==> config.mk <==
export PLATFORM = sky130hd
export DESIGN_NAME = irqmx_top
export DESIGN_NICKNAME = d
export VERILOG_FILES = /design/src/shared/irqmx_pkg.sv /design/src/shared/irqmx_level_if.sv /design/src/rtl/irqmx_sync.sv /design/src/rtl/irqmx_level.sv /design/src/rtl/irqmx_top.sv
export VERILOG_INCLUDE_DIRS = /design/src /design/src/shared
export SDC_FILE = /design/constraint.sdc
export NUM_CORES = 1
export LEC_CHECK = 0
export BUFFER_PORTS_ARGS = -buffer_cell sky130_fd_sc_hd__buf_2
export CELL_PAD_IN_SITES_DETAIL_PLACEMENT = 0
export CELL_PAD_IN_SITES_GLOBAL_PLACEMENT = 1
export CORE_ASPECT_RATIO = 0.8
export CORE_MARGIN = 2
export CORE_UTILIZATION = 37
export CTS_CLUSTER_SIZE = 28
export DETAILED_ROUTE_END_ITERATION = 16
export PLACE_DENSITY_LB_ADDON = 0.05
export SETUP_SLACK_MARGIN = 0.3
export SYNTH_ARGS = -nofsm -noshare
export SYNTH_HDL_FRONTEND = slang
export SYNTH_SLANG_ARGS = --single-unit
export TNS_END_PERCENT = 10
==> constraint.sdc <==
create_clock -name pclk -period 4.1 [get_ports pclk]
set_clock_uncertainty 0.15 [all_clocks]
set_input_delay 0.615 -clock pclk [delete_from_list [all_inputs] [get_ports pclk]]
set_output_delay 0.615 -clock pclk [all_outputs]
set_load 0.01 [all_outputs]
==> src/shared/irqmx_params.svh <==
// Register offsets, field positions, reset values and sizes of the interrupt pin router
`ifndef IRQMX_PARAMS_SVH
`define IRQMX_PARAMS_SVH

// ==========================================================================
// Register indices (byte address is four times the index)
`define IRQMX_SEL_IDX        10'h00d
`define IRQMX_CTRL_IDX       10'h020

// ==========================================================================
// Source select register fields
`define IRQMX_RX_A_HI        7
`define IRQMX_RX_A_LO        6
`define IRQMX_RX_B_HI        5
`define IRQMX_RX_B_LO        4
`define IRQMX_TX_B_BIT       3
`define IRQMX_FULL_BIT       2
`define IRQMX_NEMPTY_BIT     1
`define IRQMX_OVR_BIT        0
`define IRQMX_SEL_RST        8'h00

// ==========================================================================
// Mode control register fields
`define IRQMX_BUF_BIT        0
`define IRQMX_PKT_BIT        1
`define IRQMX_MATCH_BIT      2
`define IRQMX_SFULL_BIT      3
`define IRQMX_SIZE_HI        5
`define IRQMX_SIZE_LO        4
`define IRQMX_THR_HI         13
`define IRQMX_THR_LO         8
`define IRQMX_THR_RST        6'h0f

// ==========================================================================
// Queue geometry
`define IRQMX_DEPTH_UNIT     7'h10

`endif

==> src/shared/irqmx_pkg.sv <==
// Types shared by the interrupt pin router modules
package irqmx_pkg;

    typedef enum logic [1:0] {IRQMX_CONT, IRQMX_BUF, IRQMX_PKT} irqmx_mode_t;

    typedef struct packed {
        logic [1:0]  rx_a_sel;
        logic [1:0]  rx_b_sel;
        logic        tx_b_sel;
        logic        overrun;
        logic        buffered;
        logic        packet_en;
        logic        node_match_enable;
        logic        start_full;
        logic [1:0]  size;
        logic [5:0]  thresh;
        logic        pin_a;
        logic        pin_b;
        logic        flush;
        logic [31:0] rdata;
    } irqmx_state_t;

endpackage : irqmx_pkg

==> src/shared/irqmx_level_if.sv <==
// Queue level compare signals between the router and its level comparator
`timescale 1ns/1ps
interface irqmx_level_if;
    logic [6:0] level;
    logic [1:0] size;
    logic [5:0] thresh;
    logic       full;
    logic       not_empty;
    logic       at_thresh;

    modport cmp  (input level, size, thresh, output full, not_empty, at_thresh);
    modport user (output level, size, thresh, input full, not_empty, at_thresh);
endinterface : irqmx_level_if

==> src/rtl/irqmx_sync.sv <==
// Two flip-flop synchroniser for signals from another clock domain
`timescale 1ns/1ps
module irqmx_sync
#(
    parameter int WIDTH = 1
)
(
    // Clock and reset
    input  wire logic             pclk,
    input  wire logic             presetn,
    // Data
    input  wire logic [WIDTH-1:0] d,
    output logic      [WIDTH-1:0] q
);
    logic [WIDTH-1:0] stage1;

    always_ff @(posedge pclk or negedge presetn)
    begin
        if (!presetn)
        begin
            stage1 <= '0;
            q      <= '0;
        end
        else
        begin
            stage1 <= d;
            q      <= stage1;
        end
    end
endmodule : irqmx_sync

==> src/rtl/irqmx_level.sv <==
// Queue occupancy comparator: full, not empty and threshold reached
`timescale 1ns/1ps
`include "irqmx_params.svh"
module irqmx_level
(
    // Level and results
    irqmx_level_if.cmp lvl
);
    logic [6:0] depth;

    // Depth is 16, 32, 48 or 64 bytes
    assign depth         = 7'((lvl.size + 2'h1) * `IRQMX_DEPTH_UNIT);
    assign lvl.full      = (lvl.level >= depth);
    assign lvl.not_empty = (lvl.level != 7'h00);
    assign lvl.at_thresh = (lvl.level >= 7'({1'b0, lvl.thresh} + 7'h01));
endmodule : irqmx_level

==> src/rtl/irqmx_top.sv <==
// Interrupt pin source router with APB register access
`timescale 1ns/1ps
`include "irqmx_params.svh"
// Summary of operation
// - Continuous receive: pin A shows start-pattern detect whatever its selector holds.
// - Buffered receive pin A: 00 low, 01 byte strobe, 10 not-empty, 11 start detect.
// - Packet receive pin A: 00 payload ready, 01 byte strobe, 10 not-empty.
// - Packet receive pin A selector 11: address match if enabled, else start detect.
// - Continuous receive: pin B shows the recovered bit clock for any selector.
// - Buffered receive pin B: 00 low, 01 full, 10 signal strength, 11 level.
// - Packet receive pin B: 00 check pass, 01 full, 10 signal strength, 11 level.
// - Continuous transmit: pin B bit clock, pin A low, transmit selector ignored.
// - Buffered or packet transmit: pin B full when 0, last bit sent when 1.
// - Transmit pin A: buffered not-empty; packet level if policy 0, else not-empty.
// - Status bit 2 reads queue full, also an interrupt source.
// - Status bit 1 reads low when queue empty, high otherwise.
// - Bit 0 flags overrun; writing one clears it and flushes the queue.
// - Source select register resets to all zeros.
// - Mode bit picks continuous or buffered; packet enable overrides both.
// - Level interrupts assert at threshold plus one bytes; threshold resets to 15.
// - Queue size is 16, 32, 48 or 64 bytes by a two-bit field.
module irqmx_top
    import irqmx_pkg::*;
(
    // Clock and reset
    input  wire logic        pclk,
    input  wire logic        presetn,
    // APB slave
    input  wire logic        psel,
    input  wire logic        penable,
    input  wire logic        pwrite,
    input  wire logic [11:0] paddr,
    input  wire logic [31:0] pwdata,
    input  wire logic [3:0]  pstrb,
    output logic      [31:0] prdata,
    output logic             pready,
    output logic             pslverr,
    // Radio state
    input  wire logic        rx_active,
    input  wire logic        in_standby,
    // Event sources
    input  wire logic        start_detect,
    input  wire logic        byte_written,
    input  wire logic        payload_ready,
    input  wire logic        address_match,
    input  wire logic        check_pass,
    input  wire logic        signal_strength_irq,
    input  wire logic        tx_last_bit,
    input  wire logic        recovered_bit_clock,
    // Data queue
    input  wire logic [6:0]  queue_level,
    input  wire logic        queue_overrun_event,
    output logic             queue_flush,
    // Interrupt pins
    output logic             irq_pin_a,
    output logic             irq_pin_b
);
    // ==========================================================================
    // State, decode and helpers
    irqmx_state_t state;
    irqmx_state_t next_state;
    irqmx_mode_t  mode;
    logic         bit_clock_s;
    logic         hit_sel;
    logic         hit_ctrl;
    logic         wr_access;
    logic         rd_setup;
    logic         full;
    logic         not_empty;
    logic         at_thresh;
    logic [31:0]  rd_value;

    irqmx_level_if lvl ();

    // The bit clock comes from the demodulator's own timing, so it is resynchronised
    irqmx_sync #(.WIDTH(1)) u_sync
    (
        .pclk    (pclk),
        .presetn (presetn),
        .d       (recovered_bit_clock),
        .q       (bit_clock_s)
    );

    irqmx_level u_level
    (
        .lvl (lvl.cmp)
    );

    assign lvl.level  = queue_level;
    assign lvl.size   = state.size;
    assign lvl.thresh = state.thresh;
    assign full       = lvl.full;
    assign not_empty  = lvl.not_empty;
    assign at_thresh  = lvl.at_thresh;

    // ==========================================================================
    // APB decode; zero wait states
    assign hit_sel   = (paddr[11:2] == `IRQMX_SEL_IDX);
    assign hit_ctrl  = (paddr[11:2] == `IRQMX_CTRL_IDX);
    assign wr_access = psel && penable && pwrite;
    assign rd_setup  = psel && !penable && !pwrite;
    assign pready    = 1'b1;
    assign pslverr   = psel && penable && !(hit_sel || hit_ctrl);
    assign prdata    = state.rdata;

    // Packet enable overrides the buffered/continuous choice
    assign mode = state.packet_en ? IRQMX_PKT :
                  (state.buffered ? IRQMX_BUF : IRQMX_CONT);

    always_comb
    begin
        rd_value = 32'h0000_0000;
        if (hit_sel)
        begin
            rd_value[7:3]                = {state.rx_a_sel, state.rx_b_sel, state.tx_b_sel};
            rd_value[`IRQMX_FULL_BIT]   = full;
            rd_value[`IRQMX_NEMPTY_BIT] = not_empty;
            rd_value[`IRQMX_OVR_BIT]    = state.overrun;
        end
        else if (hit_ctrl)
        begin
            rd_value[`IRQMX_BUF_BIT]                 = state.buffered;
            rd_value[`IRQMX_PKT_BIT]                 = state.packet_en;
            rd_value[`IRQMX_MATCH_BIT]               = state.node_match_enable;
            rd_value[`IRQMX_SFULL_BIT]               = state.start_full;
            rd_value[`IRQMX_SIZE_HI:`IRQMX_SIZE_LO] = state.size;
            rd_value[`IRQMX_THR_HI:`IRQMX_THR_LO]   = state.thresh;
        end
    end

    // ==========================================================================
    // Next state
    always_comb
    begin
        next_state       = state;
        next_state.flush = 1'b0;
        // Read data is captured in the setup cycle so it comes from a flop in the access cycle
        if (rd_setup)
            next_state.rdata = rd_value;
        if (wr_access && hit_sel && pstrb[0])
        begin
            next_state.rx_a_sel = pwdata[`IRQMX_RX_A_HI:`IRQMX_RX_A_LO];
            next_state.rx_b_sel = pwdata[`IRQMX_RX_B_HI:`IRQMX_RX_B_LO];
            next_state.tx_b_sel = pwdata[`IRQMX_TX_B_BIT];
            if (pwdata[`IRQMX_OVR_BIT])
            begin
                next_state.overrun = 1'b0;
                next_state.flush   = 1'b1;
            end
        end
        if (wr_access && hit_ctrl && pstrb[0])
        begin
            next_state.buffered          = pwdata[`IRQMX_BUF_BIT];
            next_state.packet_en         = pwdata[`IRQMX_PKT_BIT];
            next_state.node_match_enable = pwdata[`IRQMX_MATCH_BIT];
            next_state.start_full        = pwdata[`IRQMX_SFULL_BIT];
            next_state.size              = pwdata[`IRQMX_SIZE_HI:`IRQMX_SIZE_LO];
        end
        if (wr_access && hit_ctrl && pstrb[1])
            next_state.thresh = pwdata[`IRQMX_THR_HI:`IRQMX_THR_LO];
        // A new overrun in the clearing cycle is kept
        if (queue_overrun_event)
            next_state.overrun = 1'b1;

        // Pin routing from the current selectors; the pins are flops
        next_state.pin_a = 1'b0;
        next_state.pin_b = 1'b0;
        if (in_standby)
        begin
            // Only the sources marked as live in standby reach the pins
            if (mode != IRQMX_CONT && state.rx_a_sel == 2'b10)
                next_state.pin_a = not_empty;
            if (mode != IRQMX_CONT && state.rx_b_sel == 2'b11)
                next_state.pin_b = at_thresh;
            else if (mode == IRQMX_PKT && state.rx_b_sel == 2'b01)
                next_state.pin_b = full;
        end
        else if (rx_active)
        begin
            unique case (mode)
                IRQMX_CONT:
                begin
                    next_state.pin_a = start_detect;
                    next_state.pin_b = bit_clock_s;
                end
                IRQMX_BUF:
                begin
                    unique case (state.rx_a_sel)
                        2'b00: next_state.pin_a = 1'b0;
                        2'b01: next_state.pin_a = byte_written;
                        2'b10: next_state.pin_a = not_empty;
                        2'b11: next_state.pin_a = start_detect;
                    endcase
                    unique case (state.rx_b_sel)
                        2'b00: next_state.pin_b = 1'b0;
                        2'b01: next_state.pin_b = full;
                        2'b10: next_state.pin_b = signal_strength_irq;
                        2'b11: next_state.pin_b = at_thresh;
                    endcase
                end
                IRQMX_PKT:
                begin
                    unique case (state.rx_a_sel)
                        2'b00: next_state.pin_a = payload_ready;
                        2'b01: next_state.pin_a = byte_written;
                        2'b10: next_state.pin_a = not_empty;
                        2'b11: next_state.pin_a = state.node_match_enable ?
                                                  address_match : start_detect;
                    endcase
                    unique case (state.rx_b_sel)
                        2'b00: next_state.pin_b = check_pass;
                        2'b01: next_state.pin_b = full;
                        2'b10: next_state.pin_b = signal_strength_irq;
                        2'b11: next_state.pin_b = at_thresh;
                    endcase
                end
                default:
                begin
                    next_state.pin_a = 1'b0;
                    next_state.pin_b = 1'b0;
                end
            endcase
        end
        else
        begin
            if (mode == IRQMX_CONT)
            begin
                next_state.pin_a = 1'b0;
                next_state.pin_b = bit_clock_s;
            end
            else
            begin
                next_state.pin_b = state.tx_b_sel ? tx_last_bit : full;
                if (mode == IRQMX_PKT && !state.start_full)
                    next_state.pin_a = at_thresh;
                else
                    next_state.pin_a = not_empty;
            end
        end
    end

    // ==========================================================================
    // State register
    always_ff @(posedge pclk or negedge presetn)
    begin
        if (!presetn)
        begin
            state        <= '0;
            state.thresh <= `IRQMX_THR_RST;
        end
        else
        begin
            state <= next_state;
        end
    end

    assign irq_pin_a   = state.pin_a;
    assign irq_pin_b   = state.pin_b;
    assign queue_flush = state.flush;

    // ==========================================================================
    // Assertions
    property p_cont_rx_a;
        @(posedge pclk) disable iff (!presetn)
        (rx_active && !in_standby && mode == IRQMX_CONT) |=> irq_pin_a == $past(start_detect);
    endproperty
    a_cont_rx_a: assert property (p_cont_rx_a) else $error("pin A not start detect");

    property p_buf_rx_a_low;
        @(posedge pclk) disable iff (!presetn)
        (rx_active && !in_standby && mode == IRQMX_BUF && state.rx_a_sel == 2'b00)
            |=> !irq_pin_a;
    endproperty
    a_buf_rx_a_low: assert property (p_buf_rx_a_low) else $error("pin A not low");

    property p_pkt_rx_a_ready;
        @(posedge pclk) disable iff (!presetn)
        (rx_active && !in_standby && mode == IRQMX_PKT && state.rx_a_sel == 2'b00)
            |=> irq_pin_a == $past(payload_ready);
    endproperty
    a_pkt_rx_a_ready: assert property (p_pkt_rx_a_ready) else $error("pin A not payload");

    property p_pkt_rx_a_match;
        @(posedge pclk) disable iff (!presetn)
        (rx_active && !in_standby && mode == IRQMX_PKT && state.rx_a_sel == 2'b11)
            |=> irq_pin_a == ($past(state.node_match_enable) ? $past(address_match)
                                                              : $past(start_detect));
    endproperty
    a_pkt_rx_a_match: assert property (p_pkt_rx_a_match) else $error("pin A match wrong");

    property p_cont_b_clock;
        @(posedge pclk) disable iff (!presetn)
        (!in_standby && mode == IRQMX_CONT) |=> irq_pin_b == $past(bit_clock_s);
    endproperty
    a_cont_b_clock: assert property (p_cont_b_clock) else $error("pin B not bit clock");

    property p_buf_rx_b_full;
        @(posedge pclk) disable iff (!presetn)
        (rx_active && !in_standby && mode == IRQMX_BUF && state.rx_b_sel == 2'b01)
            |=> irq_pin_b == $past(full);
    endproperty
    a_buf_rx_b_full: assert property (p_buf_rx_b_full) else $error("pin B not full");

    property p_pkt_rx_b_check;
        @(posedge pclk) disable iff (!presetn)
        (rx_active && !in_standby && mode == IRQMX_PKT && state.rx_b_sel == 2'b00)
            |=> irq_pin_b == $past(check_pass);
    endproperty
    a_pkt_rx_b_check: assert property (p_pkt_rx_b_check) else $error("pin B not check");

    property p_cont_tx_a;
        @(posedge pclk) disable iff (!presetn)
        (!rx_active && !in_standby && mode == IRQMX_CONT) |=> !irq_pin_a;
    endproperty
    a_cont_tx_a: assert property (p_cont_tx_a) else $error("pin A not low in tx");

    property p_tx_b_sel;
        @(posedge pclk) disable iff (!presetn)
        (!rx_active && !in_standby && mode != IRQMX_CONT)
            |=> irq_pin_b == ($past(state.tx_b_sel) ? $past(tx_last_bit) : $past(full));
    endproperty
    a_tx_b_sel: assert property (p_tx_b_sel) else $error("pin B tx route wrong");

    property p_tx_a_policy;
        @(posedge pclk) disable iff (!presetn)
        (!rx_active && !in_standby && mode == IRQMX_PKT && !state.start_full)
            |=> irq_pin_a == $past(at_thresh);
    endproperty
    a_tx_a_policy: assert property (p_tx_a_policy) else $error("pin A not level");

    property p_ovr_clear_flush;
        @(posedge pclk) disable iff (!presetn)
        (wr_access && hit_sel && pstrb[0] && pwdata[0] && !queue_overrun_event)
            |=> !state.overrun && queue_flush ##1 !queue_flush;
    endproperty
    a_ovr_clear_flush: assert property (p_ovr_clear_flush) else $error("clear failed");

    property p_ovr_keep;
        @(posedge pclk) disable iff (!presetn)
        (!(wr_access && hit_sel && pwdata[0]) && !queue_overrun_event)
            |=> state.overrun == $past(state.overrun) && !queue_flush;
    endproperty
    a_ovr_keep: assert property (p_ovr_keep) else $error("overrun changed");

    property p_sel_readback;
        @(posedge pclk) disable iff (!presetn)
        (wr_access && hit_sel && pstrb[0])
            |=> {state.rx_a_sel, state.rx_b_sel, state.tx_b_sel} == $past(pwdata[7:3]);
    endproperty
    a_sel_readback: assert property (p_sel_readback) else $error("selector not stored");
endmodule : irqmx_top

Yosys cells after proc, flatten, opt, wreduce, memory -nomap -nowiden. Cells that the tools add are included.

Mux-type cells: 26. Add/subtract/negate cells: 2. Reduce and logical (&&, ||, !) cells: 27. Magnitude comparators: 2. Equality and inequality tests: 10.

Operator list (number): 6-bit two-way mux (4); 1-bit one-hot mux with 4 select lines (4); 7-bit greater-or-equal comparator (2); 1-bit logical AND (14); 1-bit two-way mux (12); 10-bit by 4-bit == test with 1-bit output (second input constant) (1); 10-bit by 6-bit == test with 1-bit output (second input constant) (1); 2-bit == test (second input constant) (5); 2-bit two-way mux (5); 6-bit by 1-bit adder with 7-bit output (second input constant) (1); 7-bit nonzero test (1); 2-bit by 1-bit == test with 1-bit output (second input constant) (3); 2-bit logical NOT (3); 2-bit one-hot mux with 3 select lines (1); 2-bit nonzero test (3); 1-bit logical NOT (4); 2-bit by 1-bit adder with 3-bit output (second input constant) (1); 2-bit AND reduction (1); 1-bit logical OR (1).

Output and inout port bits: 37. Register bits after elaboration: 37.

Depth between registers and ports, before layout. Gate-level depths: netlist of the first run.

Depth in word-level cells: 8. Depth in mapped cells: 9. Mapped depth without buffers: 9.

Cells and area by module. A second synthesis of the first run with hierarchy kept.

Cell total of the unflattened synthesis: 214. Area total of the unflattened synthesis: 2267.2 sq um.

By module, submodules not included: irqmx_top (area an instance 1879.3 sq um, cells an instance 167, instances 1); irqmx_level (area an instance 337.8 sq um, cells an instance 45, instances 1); irqmx_sync (area an instance 50.0 sq um, cells an instance 2, instances 1).

Worst setup path after synthesis of the first run. OpenSTA, ideal clock, no wires.

Path type: input port to output port. Start point: input paddr[11]. End point: output pslverr. Buffers on the path: 1. Stages: 4. Path slack: 1.472 ns. Arrival time: 1.863 ns. Path through: or4_4 -> nor4_4 -> buf_2 -> nor3_1.

Cells in the longest elaborated chain, start to end: 4. Elaborated cells on any way between the ends: 5. Those cells by class: eq/ne: 2; reduce/logical: 3.

RTL lines: start, declared (line irqmx_top.sv:32) `input wire logic [11:0] paddr,`; 10-bit by 4-bit == test with 1-bit output (no source line) / 10-bit by 6-bit == test with 1-bit output (equally long branches); 1-bit logical OR (*) (line irqmx_top.sv:103) `assign pslverr = psel && penable && !(hit_sel || hit_ctrl);`; 1-bit logical NOT (*) (line irqmx_top.sv:103); 1-bit logical AND (*) (line irqmx_top.sv:103); end, declared (line irqmx_top.sv:37) `output logic pslverr,`.

Mark *: on every way between the ends. The rest lies on a longest branch, timed or not.

Worst setup path after layout of the first run. Ends and elaborated chain as after synthesis.

==> results.toml, run 1 <==
[status]
status = "completed"

[worst_setup_path]
critPathRequiredTime_ps = 3340
path_cells = "buf_2 -> or4_4 -> nor4_4 -> nor3_1 -> buf_2"
r2r_slack_ps = 1630
crit_type = "in2out"
reg2regPathDepth = 9
path_delay_family = "simple AND/OR/NAND/NOR gates"
crit_buf_inv = 2
r2r-start = "lvl.thresh[0]"
critical_path.max_stage_delay_ps = 580
setup.worst_path.start_class = "primary input"
crit_path_end_kind = "primary output"
path_max_fanout = 9
cp_slowest_cell = "nor4_4"
cpMostUsedCell = "buf_2"
cp.arrival_ps = 2110
reg2reg_to = "irq_pin_a"

[route]
drc = 0
num_vias = 1754
drtPass1Iterations = 4
antenna_left = 0
avgViaCountPerCell = 4.73
first_iter_violations = 44
wirelength_um = 5020
wire_per_inst_um = 13.5

[sta]
fmax_ghz = 0.348
rsz0062_at_grt = "no"
hold_viol = 0
worstMarginPinSlew_ps = 832
setup_viol = 0
slew_headroom_pct = 44.5
drv_slew = 0
fin_hold_ws_ps = 213
period_needed_ps = 2880
period_share_pct = 70.2
tns_ps = 0

[pwr]
p_leak_nw = 1.32
vdd_ir_drop_max_mv = 0.146
switching_share_pct = 24.7
power_density_mw_per_mm2 = 281
power.switching_w = 0.000181
intPower_w = 0.000553
comb_power_share_pct = 13.1
p_total_w = 0.000735
seqPwrFrac_pct = 52.1
p_clk_share_pct = 34.8

[final_layout]
n_fill_cell = 632
stdcell_count = 371
drive_above_1_share_pct = 34.1
areaGrowthSynthToFinish_pct = 13.6
regArea_um2 = 931
layout.nets = 372
multi_input_area_mm2 = 0.00111
num_antenna_cells = 0

[synth]
synth_edf_count = 0
synth.largest_area_cell = "dfrtp_1"
synth.top_cells.by_count = "buf_4 (33), dfrtp_1 (33), nand2_1 (28)"
synthFlopType = "dfrtp_1"
ys_async_sr_fraction_pct = 100
synth.distinct_cells = 42
synth.avg_cell_area_um2 = 9.71
yosysTopAreaCellShare_pct = 35.9
netlist_area_mm2 = 0.00230
synth_warnings = 0
syn_inst = 237
ys_ff_latch = 37
synth_seq_area_share_pct = 40.5
synth.area.top_cells = "dfrtp_1 (36%), buf_4 (11%), mux2_2 (8.3%)"

[worst_hold_path]
hold_path.startpoint = "u_sync.stage1"
hold_path.class = "reg2reg"
min_path_cells = 0
holdPathEnd = "u_sync.q"

[grt]
track_usage_pct = 15.8
grt_use_met2_pct = 26.0
top_usage_layer = "met2"
grt_max_degree = 38
grt_overflow = 0
use_met3_pct = 4.05
antenna_found_initial = 0
grt_pass1_vias = 1723
use_met1_pct = 21.3
grt_pass1_wl_um = 8280

[clock_tree]
post_cts_buffers = 0
cts-buffers-inserted = 5
clk_latency_ps = 280
clockBufferDepth = 2
ctsHtreeMaxLevel = 2
cts_resized = 0
numClockSinks = 37
cts_root_buf = "clkbuf_8"
hold_buffers = 0
clk_pin_slew_ps = 70
tritoncts = "done"

[floorplanning]
num_rows = 25
design.die.area_mm2 = 0.00687
coreArea_mm2 = 0.00597
start_util_pct = 38.5
die_x_um = 92.2
io_pins = 108
die_y_um = 74.5

[place]
place_congestion = 0.749
port_buffers = 66
placed_cells = 363
dp_hpwl_um = 3860

[run]
drv_cap = 0
[power by group through the flow]
stage | Sequential [W] | Clock (W) | Combinational (W)
4_1_cts | 0.000383 | 0.000267 | 0.0000978
3_3_place_gp | 0.000390 | 0 | 0.0000970
6_report | 0.000383 | 0.000256 | 0.0000960
2_1_floorplan | 0.000389 | 0 | 0.0000710
3_5_place_dp | 0.000390 | 0 | 0.0000975
5_1_grt | 0.000384 | 0.000284 | 0.000112
[cells in the final DEF (no fill, tap or decap), drive strengths merged, types with 5 or more instances in the layout]
cell / n
inv: 11
nand2: 28
clkbuf: 8
nand3: 16
conb: 19
buf: 67
nor2: 15
ha: 12
mux2: 17
a221oi: 7
a21oi: 5
o21ai: 6
dfrtp: 33
[per-layer routing]
layer | routed length [um] | share of wire (%) | up-vias
li1 | - | - | 882
met1 | 2400 | 48 | 822
met2 | 2360 | 47 | 48
met3 | 241 | 4.8 | 2
met4 | 20 | 0.40 | 0
met5 | 0 | 0 | -
[cell type report]
class	count	area share, %
multi-input cells	167	42.6
flip-flops and latches	37	35.6
repair buffers	67	12.9
well taps	81	3.88
clock buffers	8	3.44
inverters	11	1.58
[how the worst max path moves through the flow]
stage	startpoint	to	slack, ps	depth (start not counted)
global placement	paddr[11]	state[48]	1130	5
floorplan	paddr[11]	pslverr	1470	4
global route	paddr[11]	pslverr	1140	5
detailed placement	paddr[11]	state[52]	1120	5
CTS	paddr[11]	pslverr	1180	5
finish	paddr[11]	pslverr	1220	5
[flip-flops by register name, summed over array words and instances, names as in the netlist]
signal / flops
u_sync.stage1: 1
state: 10
irq_pin_a: 1
lvl.thresh: 6
irq_pin_b: 1
prdata: 14
lvl.size: 2
queue_flush: 1
u_sync.q: 1
[logic make-up after synthesis]
group / after synthesis / synth area share [%]
compound gates: 29 / 8.86
buf+inv: 50 / 13.9
other cells: 2 / 0.326
flops: 37 / 40.5
simple gates: 86 / 20.1
xor+xnor: 4 / 1.52
fa+ha+maj: 12 / 6.53
mux: 17 / 8.32
[stage by stage]
step                setup WS (ps)  cell area [um^2]  utilization (%)
floorplan                    1470              2360                -
global placement             1130              2520             42.3
detailed placement           1120              2520             42.3
CTS                          1180              2620             43.8
global route                 1140              2620             43.8
finish                       1220              2620             43.8
Power figures use the tool's default switching activity.
==> run 2: changes to the inputs <==
--- a/config.mk
+++ b/config.mk
@@ -6,12 +6,13 @@
 export SDC_FILE = /design/constraint.sdc
 export NUM_CORES = 1
 export LEC_CHECK = 0
+export ABC_AREA = 1
 export BUFFER_PORTS_ARGS = -buffer_cell sky130_fd_sc_hd__buf_2
 export CELL_PAD_IN_SITES_DETAIL_PLACEMENT = 0
 export CELL_PAD_IN_SITES_GLOBAL_PLACEMENT = 1
 export CORE_ASPECT_RATIO = 0.8
 export CORE_MARGIN = 2
-export CORE_UTILIZATION = 37
+export CORE_UTILIZATION = 30
 export CTS_CLUSTER_SIZE = 28
 export DETAILED_ROUTE_END_ITERATION = 16
 export PLACE_DENSITY_LB_ADDON = 0.05
==> constraint.sdc (replaced) <==
create_clock -name pclk -period 2.47 [get_ports pclk]
set_clock_uncertainty 0.15 [all_clocks]
set_input_delay 0.3705 -clock pclk [delete_from_list [all_inputs] [get_ports pclk]]
set_output_delay 0.3705 -clock pclk [all_outputs]
set_load 0.01 [all_outputs]
==> run 2 against run 1 <==
  * Wire length increased by 20%
  * Register-to-register slack worse by 1400 ps
  * Design area rose by 13%
  * Utilization fell by 6.7 points
  * Setup slack got worse by 1000 ps
  * Synthesized area up 7.8%
  * Non-clock buffer count up 3
  * Combinational power grew 50%
  * Die area is 31% higher
  * Critical endpoint is now irq_pin_b
==> results.toml, run 2 <==
[synth]
synth.top_cells.by_count = "nand2_1 (102), inv_1 (37), buf_4 (33), dfrtp_1 (33), nand3_1 (30)"
synth.distinct_cells = 30
synthFlopType = "dfrtp_1"
synth_edf_count = 0
synth.avg_cell_area_um2 = 7.54
ys_async_sr_fraction_pct = 100
synth.area.top_cells = "dfrtp_1 (33%), nand2_1 (15%), buf_4 (10%)"
netlist_area_mm2 = 0.00248
synth.largest_area_cell = "dfrtp_1"
synth_warnings = 0
synth_seq_area_share_pct = 37.5
syn_inst = 329
yosysTopAreaCellShare_pct = 33.3
yosysMostFrequentCell = "nand2_1"
ys_ff_latch = 37

[route]
antenna_left = 0
avgViaCountPerCell = 4.14
drtPass1Iterations = 4
drc = 0
wirelength_um = 6040
num_vias = 2050
first_iter_violations = 53
wire_per_inst_um = 12.2

[final_layout]
largest_register_ffs = 14
layout_commonest_cell = "nand2_1"
drive_above_1_share_pct = 28.4
num_antenna_cells = 0
layout_common_cells = "nand2_1 (98), buf_2 (66), inv_1 (37)"
layout.nets = 469
areaGrowthSynthToFinish_pct = 19.4

[worst_setup_path]
reg2regPathDepth = 15
path_max_fanout = 2
r2r-start = "lvl.thresh[1]"
crit_start = "lvl.thresh[1]"
cp.arrival_ps = 2280
crit_path_end_kind = "flop"
r2r_slack_ps = 230
setup.worst_path.start_class = "flop"
critPathRequiredTime_ps = 2500
crit_type = "reg2reg"
reg2reg_to = "irq_pin_b"
endpoint = "irq_pin_b"

[clock_tree]
cts-buffers-inserted = 5
clk_latency_ps = 290
tritoncts = "done"
clk_pin_slew_ps = 80
clockBufferDepth = 2
ctsHtreeMaxLevel = 2
cts_root_buf = "clkbuf_8"
numClockSinks = 37

[place]
place_congestion = 0.787
place_ws_ps = 159
port_buffers = 66
dp_hpwl_um = 4900

[floorplanning]
die_x_um = 106
coreArea_mm2 = 0.00798
io_pins = 108
start_util_pct = 31.1
num_rows = 29
die_y_um = 85.3
design.die.area_mm2 = 0.00902

[sta]
period_share_pct = 90.8
hold_viol = 0
fmax_ghz = 0.446
tns_ps = 0
drv_slew = 0
rsz0062_at_grt = "yes"
fin_ws_ps = 226
setup_viol = 0
period_needed_ps = 2240

[grt]
track_usage_pct = 14.1
grt_pass1_vias = 1956
grt_max_degree = 21
antenna_found_initial = 0
grt_pass1_wl_um = 9830
grt_overflow = 0

[pwr]
vdd_ir_drop_max_mv = 0.185
power_density_mw_per_mm2 = 468
p_leak_nw = 1.62

[status]
status = "completed"

[worst_hold_path]
hold_path.class = "in2reg"

[run]
drv_cap = 0
-- run 2: changes by cell type after synthesis, moves of 6 or more --
cell and delta:
o21ai_0 +8, inv_1 +26, mux2_2 -17, o31ai_1 +6, nand3_1 +16, nand2_1 +74, nor2_1 +6, a221oi_1 -7
-- run 2: repair_timing --
action,4_1_cts,5_1_grt
gates cloned,0,0
buffers inserted,0,0
setup endpoints to repair,2,2
resized for setup,2,13
hold buffers,1,0
pin swaps,2,10
endpoints found under the hold margin,16,0
-- run 2: layout make-up --
type	instances	area, um^2
repair buffers	70	367
clock buffers	5	68.8
multi-input cells	232	1240
inverters	40	153
clock inverters	3	65.1
flip-flops and latches	37	931
well taps	108	135
fillers	899	5020
-- run 2: worst min-delay path by stage --
stage	from	endpoint	slack [ps]	cells after the start
2_1_floorplan	presetn	irq_pin_a	-80	0
3_3_place_gp	u_sync.stage1	u_sync.q	180	0
3_5_place_dp	presetn	queue_flush	200	1
4_1_cts	recovered_bit_clock	u_sync.stage1	20	1
5_1_grt	recovered_bit_clock	u_sync.stage1	10	1
6_report	recovered_bit_clock	u_sync.stage1	20	1
-- run 2: per-layer routing --
layer	share of wire, %	global-route usage [%]	vias to the layer above
met5	0	0	-
met4	0.74	3.59	0
met3	5.8	3.00	5
met2	39	19.5	68
met1	55	21.9	874
li1	-	-	1103
-- run 2: kinds of logic (layout without fill, tap and decap cells) --
family,after synthesis,after routing,share of synthesized area (%)
AO/OA/AOI/OAI,30,30,7.26
XOR/XNOR,4,4,1.41
adder cells (fa/ha/maj),12,12,6.05
buffers and inverters,77,118,17.1
flip-flops,37,37,37.5
other,2,19,0.303
AND/OR/NAND/NOR,167,167,30.3
-- run 2: worst max-delay path, stage by stage, from the launching register on --
cell and delay [ps]:
dfstp_2 570, ha_4 160, nand2_4 50, nor2_4 110
xor2_1 160, ha_1 260, nand2_1 80, a21oi_2 50
nor2_2 100, nand2_2 80, nand2_2 80, nand3_2 60
nand2_1 70, nand2_1 50, nand2_1 50, nand2_1 40
-- run 2: through the flow --
stage | hold slack [ps] | std cells | power [W] | utilization [%] | instance area, um^2
after floorplan | -75.1 | 346 | 0.000710 | - | 2540
after global placement | 182 | 486 | 0.000765 | 34.6 | 2760
after detailed placement | 195 | 486 | 0.000765 | 34.6 | 2760
after CTS | 18.2 | 495 | 0.00140 | 36.4 | 2910
after global routing | 10.6 | 495 | 0.00145 | 37.1 | 2960
final | 22.9 | 495 | 0.00139 | 37.1 | 2960
-- run 2: report_power, final --
part	switching, W	internal (W)
registers	0.00000154	0.000610
logic	0.0000909	0.0000529
clock network	0.000229	0.000401
==> run 3: changes to the inputs <==
--- a/config.mk
+++ b/config.mk
@@ -16,6 +16,7 @@
 export CTS_CLUSTER_SIZE = 28
 export DETAILED_ROUTE_END_ITERATION = 16
 export PLACE_DENSITY_LB_ADDON = 0.05
+export REMOVE_ABC_BUFFERS = 1
 export SETUP_SLACK_MARGIN = 0.3
 export SYNTH_ARGS = -nofsm -noshare
 export SYNTH_HDL_FRONTEND = slang
==> constraint.sdc (replaced) <==
create_clock -name pclk -period 2.47 [get_ports pclk]
set_clock_uncertainty 0.15 [all_clocks]
set_input_delay 0.494 -clock pclk [delete_from_list [all_inputs] [get_ports pclk]]
set_output_delay 0.494 -clock pclk [all_outputs]
set_load 0.01 [all_outputs]
==> run 3 against run 2 <==
  * Design area grew 0.55%
  * Cell count rose by 0.81%
  * Via count rose by 1.4%
  * Fmax rose by 1.9%
  * Sequential share of layout area down 0.17 points
  * Critical endpoint unchanged
  * Global-route usage grew 0.46 points
  * Die area stayed put
==> results.toml, run 3 (same netlist as run 2, synthesis figures left out) <==
[final_layout]
largest_register_ffs = 14
layout_commonest_cell = "nand2_1"
regArea_um2 = 931
layout_common_cells = "nand2_1 (99), buf_2 (66), inv_1 (37)"
multi_input_area_mm2 = 0.00124
n_fill_cell = 893
num_antenna_cells = 0
areaGrowthSynthToFinish_pct = 20.0
layout.nets = 473
drive_above_1_share_pct = 28.4

[clock_tree]
clockBufferDepth = 2
cts_root_buf = "clkbuf_8"
numClockSinks = 37
clk_latency_ps = 290
cts-buffers-inserted = 5
clk_pin_slew_ps = 80
hold_buffers = 0
ctsHtreeMaxLevel = 2
tritoncts = "done"

[worst_setup_path]
path_max_fanout = 2
crit_path_end_kind = "flop"
crit_type = "reg2reg"
r2r_slack_ps = 270
crit_buf_inv = 0
path_delay_family = "simple AND/OR/NAND/NOR gates"
cp_slowest_cell = "dfstp_2"
path_cells = "ha_4 -> nand2_4 -> nor2_4 -> nand3_1 -> ha_1 -> nand2_1 -> nand2_1 -> nor2_1 -> nand2_1 -> nand2_1 -> nand3_1 -> nand2_1 -> nand2_1 -> nand2_1 -> nand2_1"
critical_path.max_stage_delay_ps = 580
critPathRequiredTime_ps = 2510
cpMostUsedCell = "nand2_1"
cp.arrival_ps = 2240
setup.worst_path.start_class = "flop"

[sta]
drv_slew = 0
period_needed_ps = 2200
period_share_pct = 89.2
fin_ws_ps = 267
hold_viol = 0
fin_hold_ws_ps = 102
setup_viol = 0
rsz0062_at_grt = "yes"
tns_ps = 0
fmax_ghz = 0.454

[grt]
grt_pass1_vias = 2036
track_usage_pct = 14.5
grt_overflow = 0
antenna_found_initial = 0
grt_max_degree = 38
grt_pass1_wl_um = 10200

[pwr]
p_clk_share_pct = 42.1
power.switching_w = 0.000311
p_leak_nw = 1.63
intPower_w = 0.000992
vdd_ir_drop_max_mv = 0.175
comb_power_share_pct = 11.0
switching_share_pct = 23.9
p_total_w = 0.00130
seqPwrFrac_pct = 46.9
power_density_mw_per_mm2 = 437

[place]
place_ws_ps = 173
port_buffers = 66
dp_hpwl_um = 4780
place_congestion = 0.742

[floorplanning]
num_rows = 29
die_y_um = 85.3
design.die.area_mm2 = 0.00902
die_x_um = 106
coreArea_mm2 = 0.00798
start_util_pct = 31.1
io_pins = 108

[route]
antenna_left = 0
drc = 0
wire_per_inst_um = 12.3
first_iter_violations = 71
drtPass1Iterations = 5
num_vias = 2079
wirelength_um = 6150
avgViaCountPerCell = 4.17

[status]
status = "completed"

[worst_hold_path]
hold_path.class = "in2async"

[run]
drv_cap = 0
[run 3: cell count changes in the layout (fill, tap and decap cells not counted), sizes merged]
cell	change
buf	+5
bufinv	-1
clkbuf	+2
clkinv	-1
dlygate4sd3	-1
[run 3: worst paths after layout]
| kind | start | depth (start not counted) | endpoint |
|---|---|---|---|
| worst max-delay path | lvl.thresh[0] | 15 | irq_pin_b |
| worst min-delay path | presetn | 2 | lvl.thresh[4] |
| worst max register to register | lvl.thresh[0] | 15 | irq_pin_b |
| worst min register to register | u_sync.stage1 | 0 | u_sync.q |
| max in group asynchronous | presetn | 2 | lvl.thresh[2] |
| min in group pclk | recovered_bit_clock | 1 | u_sync.stage1 |
[run 3: worst reg2reg max path, cell delays in order, from the launching register on]
cell and delay, ps:
dfstp_2 580, ha_4 160, nand2_4 50, nor2_4 90, nand3_1 80, ha_1 300, nand2_1 80, nand2_1 60
nor2_1 90, nand2_1 90, nand2_1 90, nand3_1 70, nand2_1 70, nand2_1 50, nand2_1 50, nand2_1 40
[run 3: cell type report]
type,instances,share of cell area (%)
repair buffers,74,13.4
clock buffers,7,2.90
clock inverters,1,1.01
well taps,108,4.54
flip-flops and latches,37,31.3
inverters,40,5.13
multi-input cells,232,41.8
[run 3: metrics by stage]
stage	cell area [um^2]	utilization, %	instances
4_1_cts	2960	37.1	499
2_1_floorplan	2270	-	309
3_3_place_gp	2780	34.8	488
3_5_place_dp	2780	34.8	488
6_report	2980	37.3	499
5_1_grt	2980	37.3	499
[run 3: power by group through the flow]
| stage | registers (W) | logic, W | clock network (W) |
|---|---|---|---|
| after floorplan | 0.000623 | 0.0000634 | 0 |
| after global placement | 0.000623 | 0.000142 | 0 |
| after detailed placement | 0.000623 | 0.000143 | 0 |
| after CTS | 0.000611 | 0.000144 | 0.000559 |
| after global routing | 0.000611 | 0.000165 | 0.000584 |
| final | 0.000611 | 0.000143 | 0.000548 |
[run 3: repair_timing]
action                                  CTS  global route
gates cloned                              0             0
pin swaps                                13            10
resized for setup                        10             5
buffers inserted                          3             0
endpoints found under the setup margin    3             3
[run 3: metal layers]
metal | track usage [%] | share of wire, % | up-vias
met5 | 0 | 0 | -
met4 | 3.59 | 0.94 | 0
met3 | 3.76 | 6.0 | 7
met2 | 20.0 | 38 | 61
met1 | 22.3 | 55 | 900
li1 | - | - | 1111
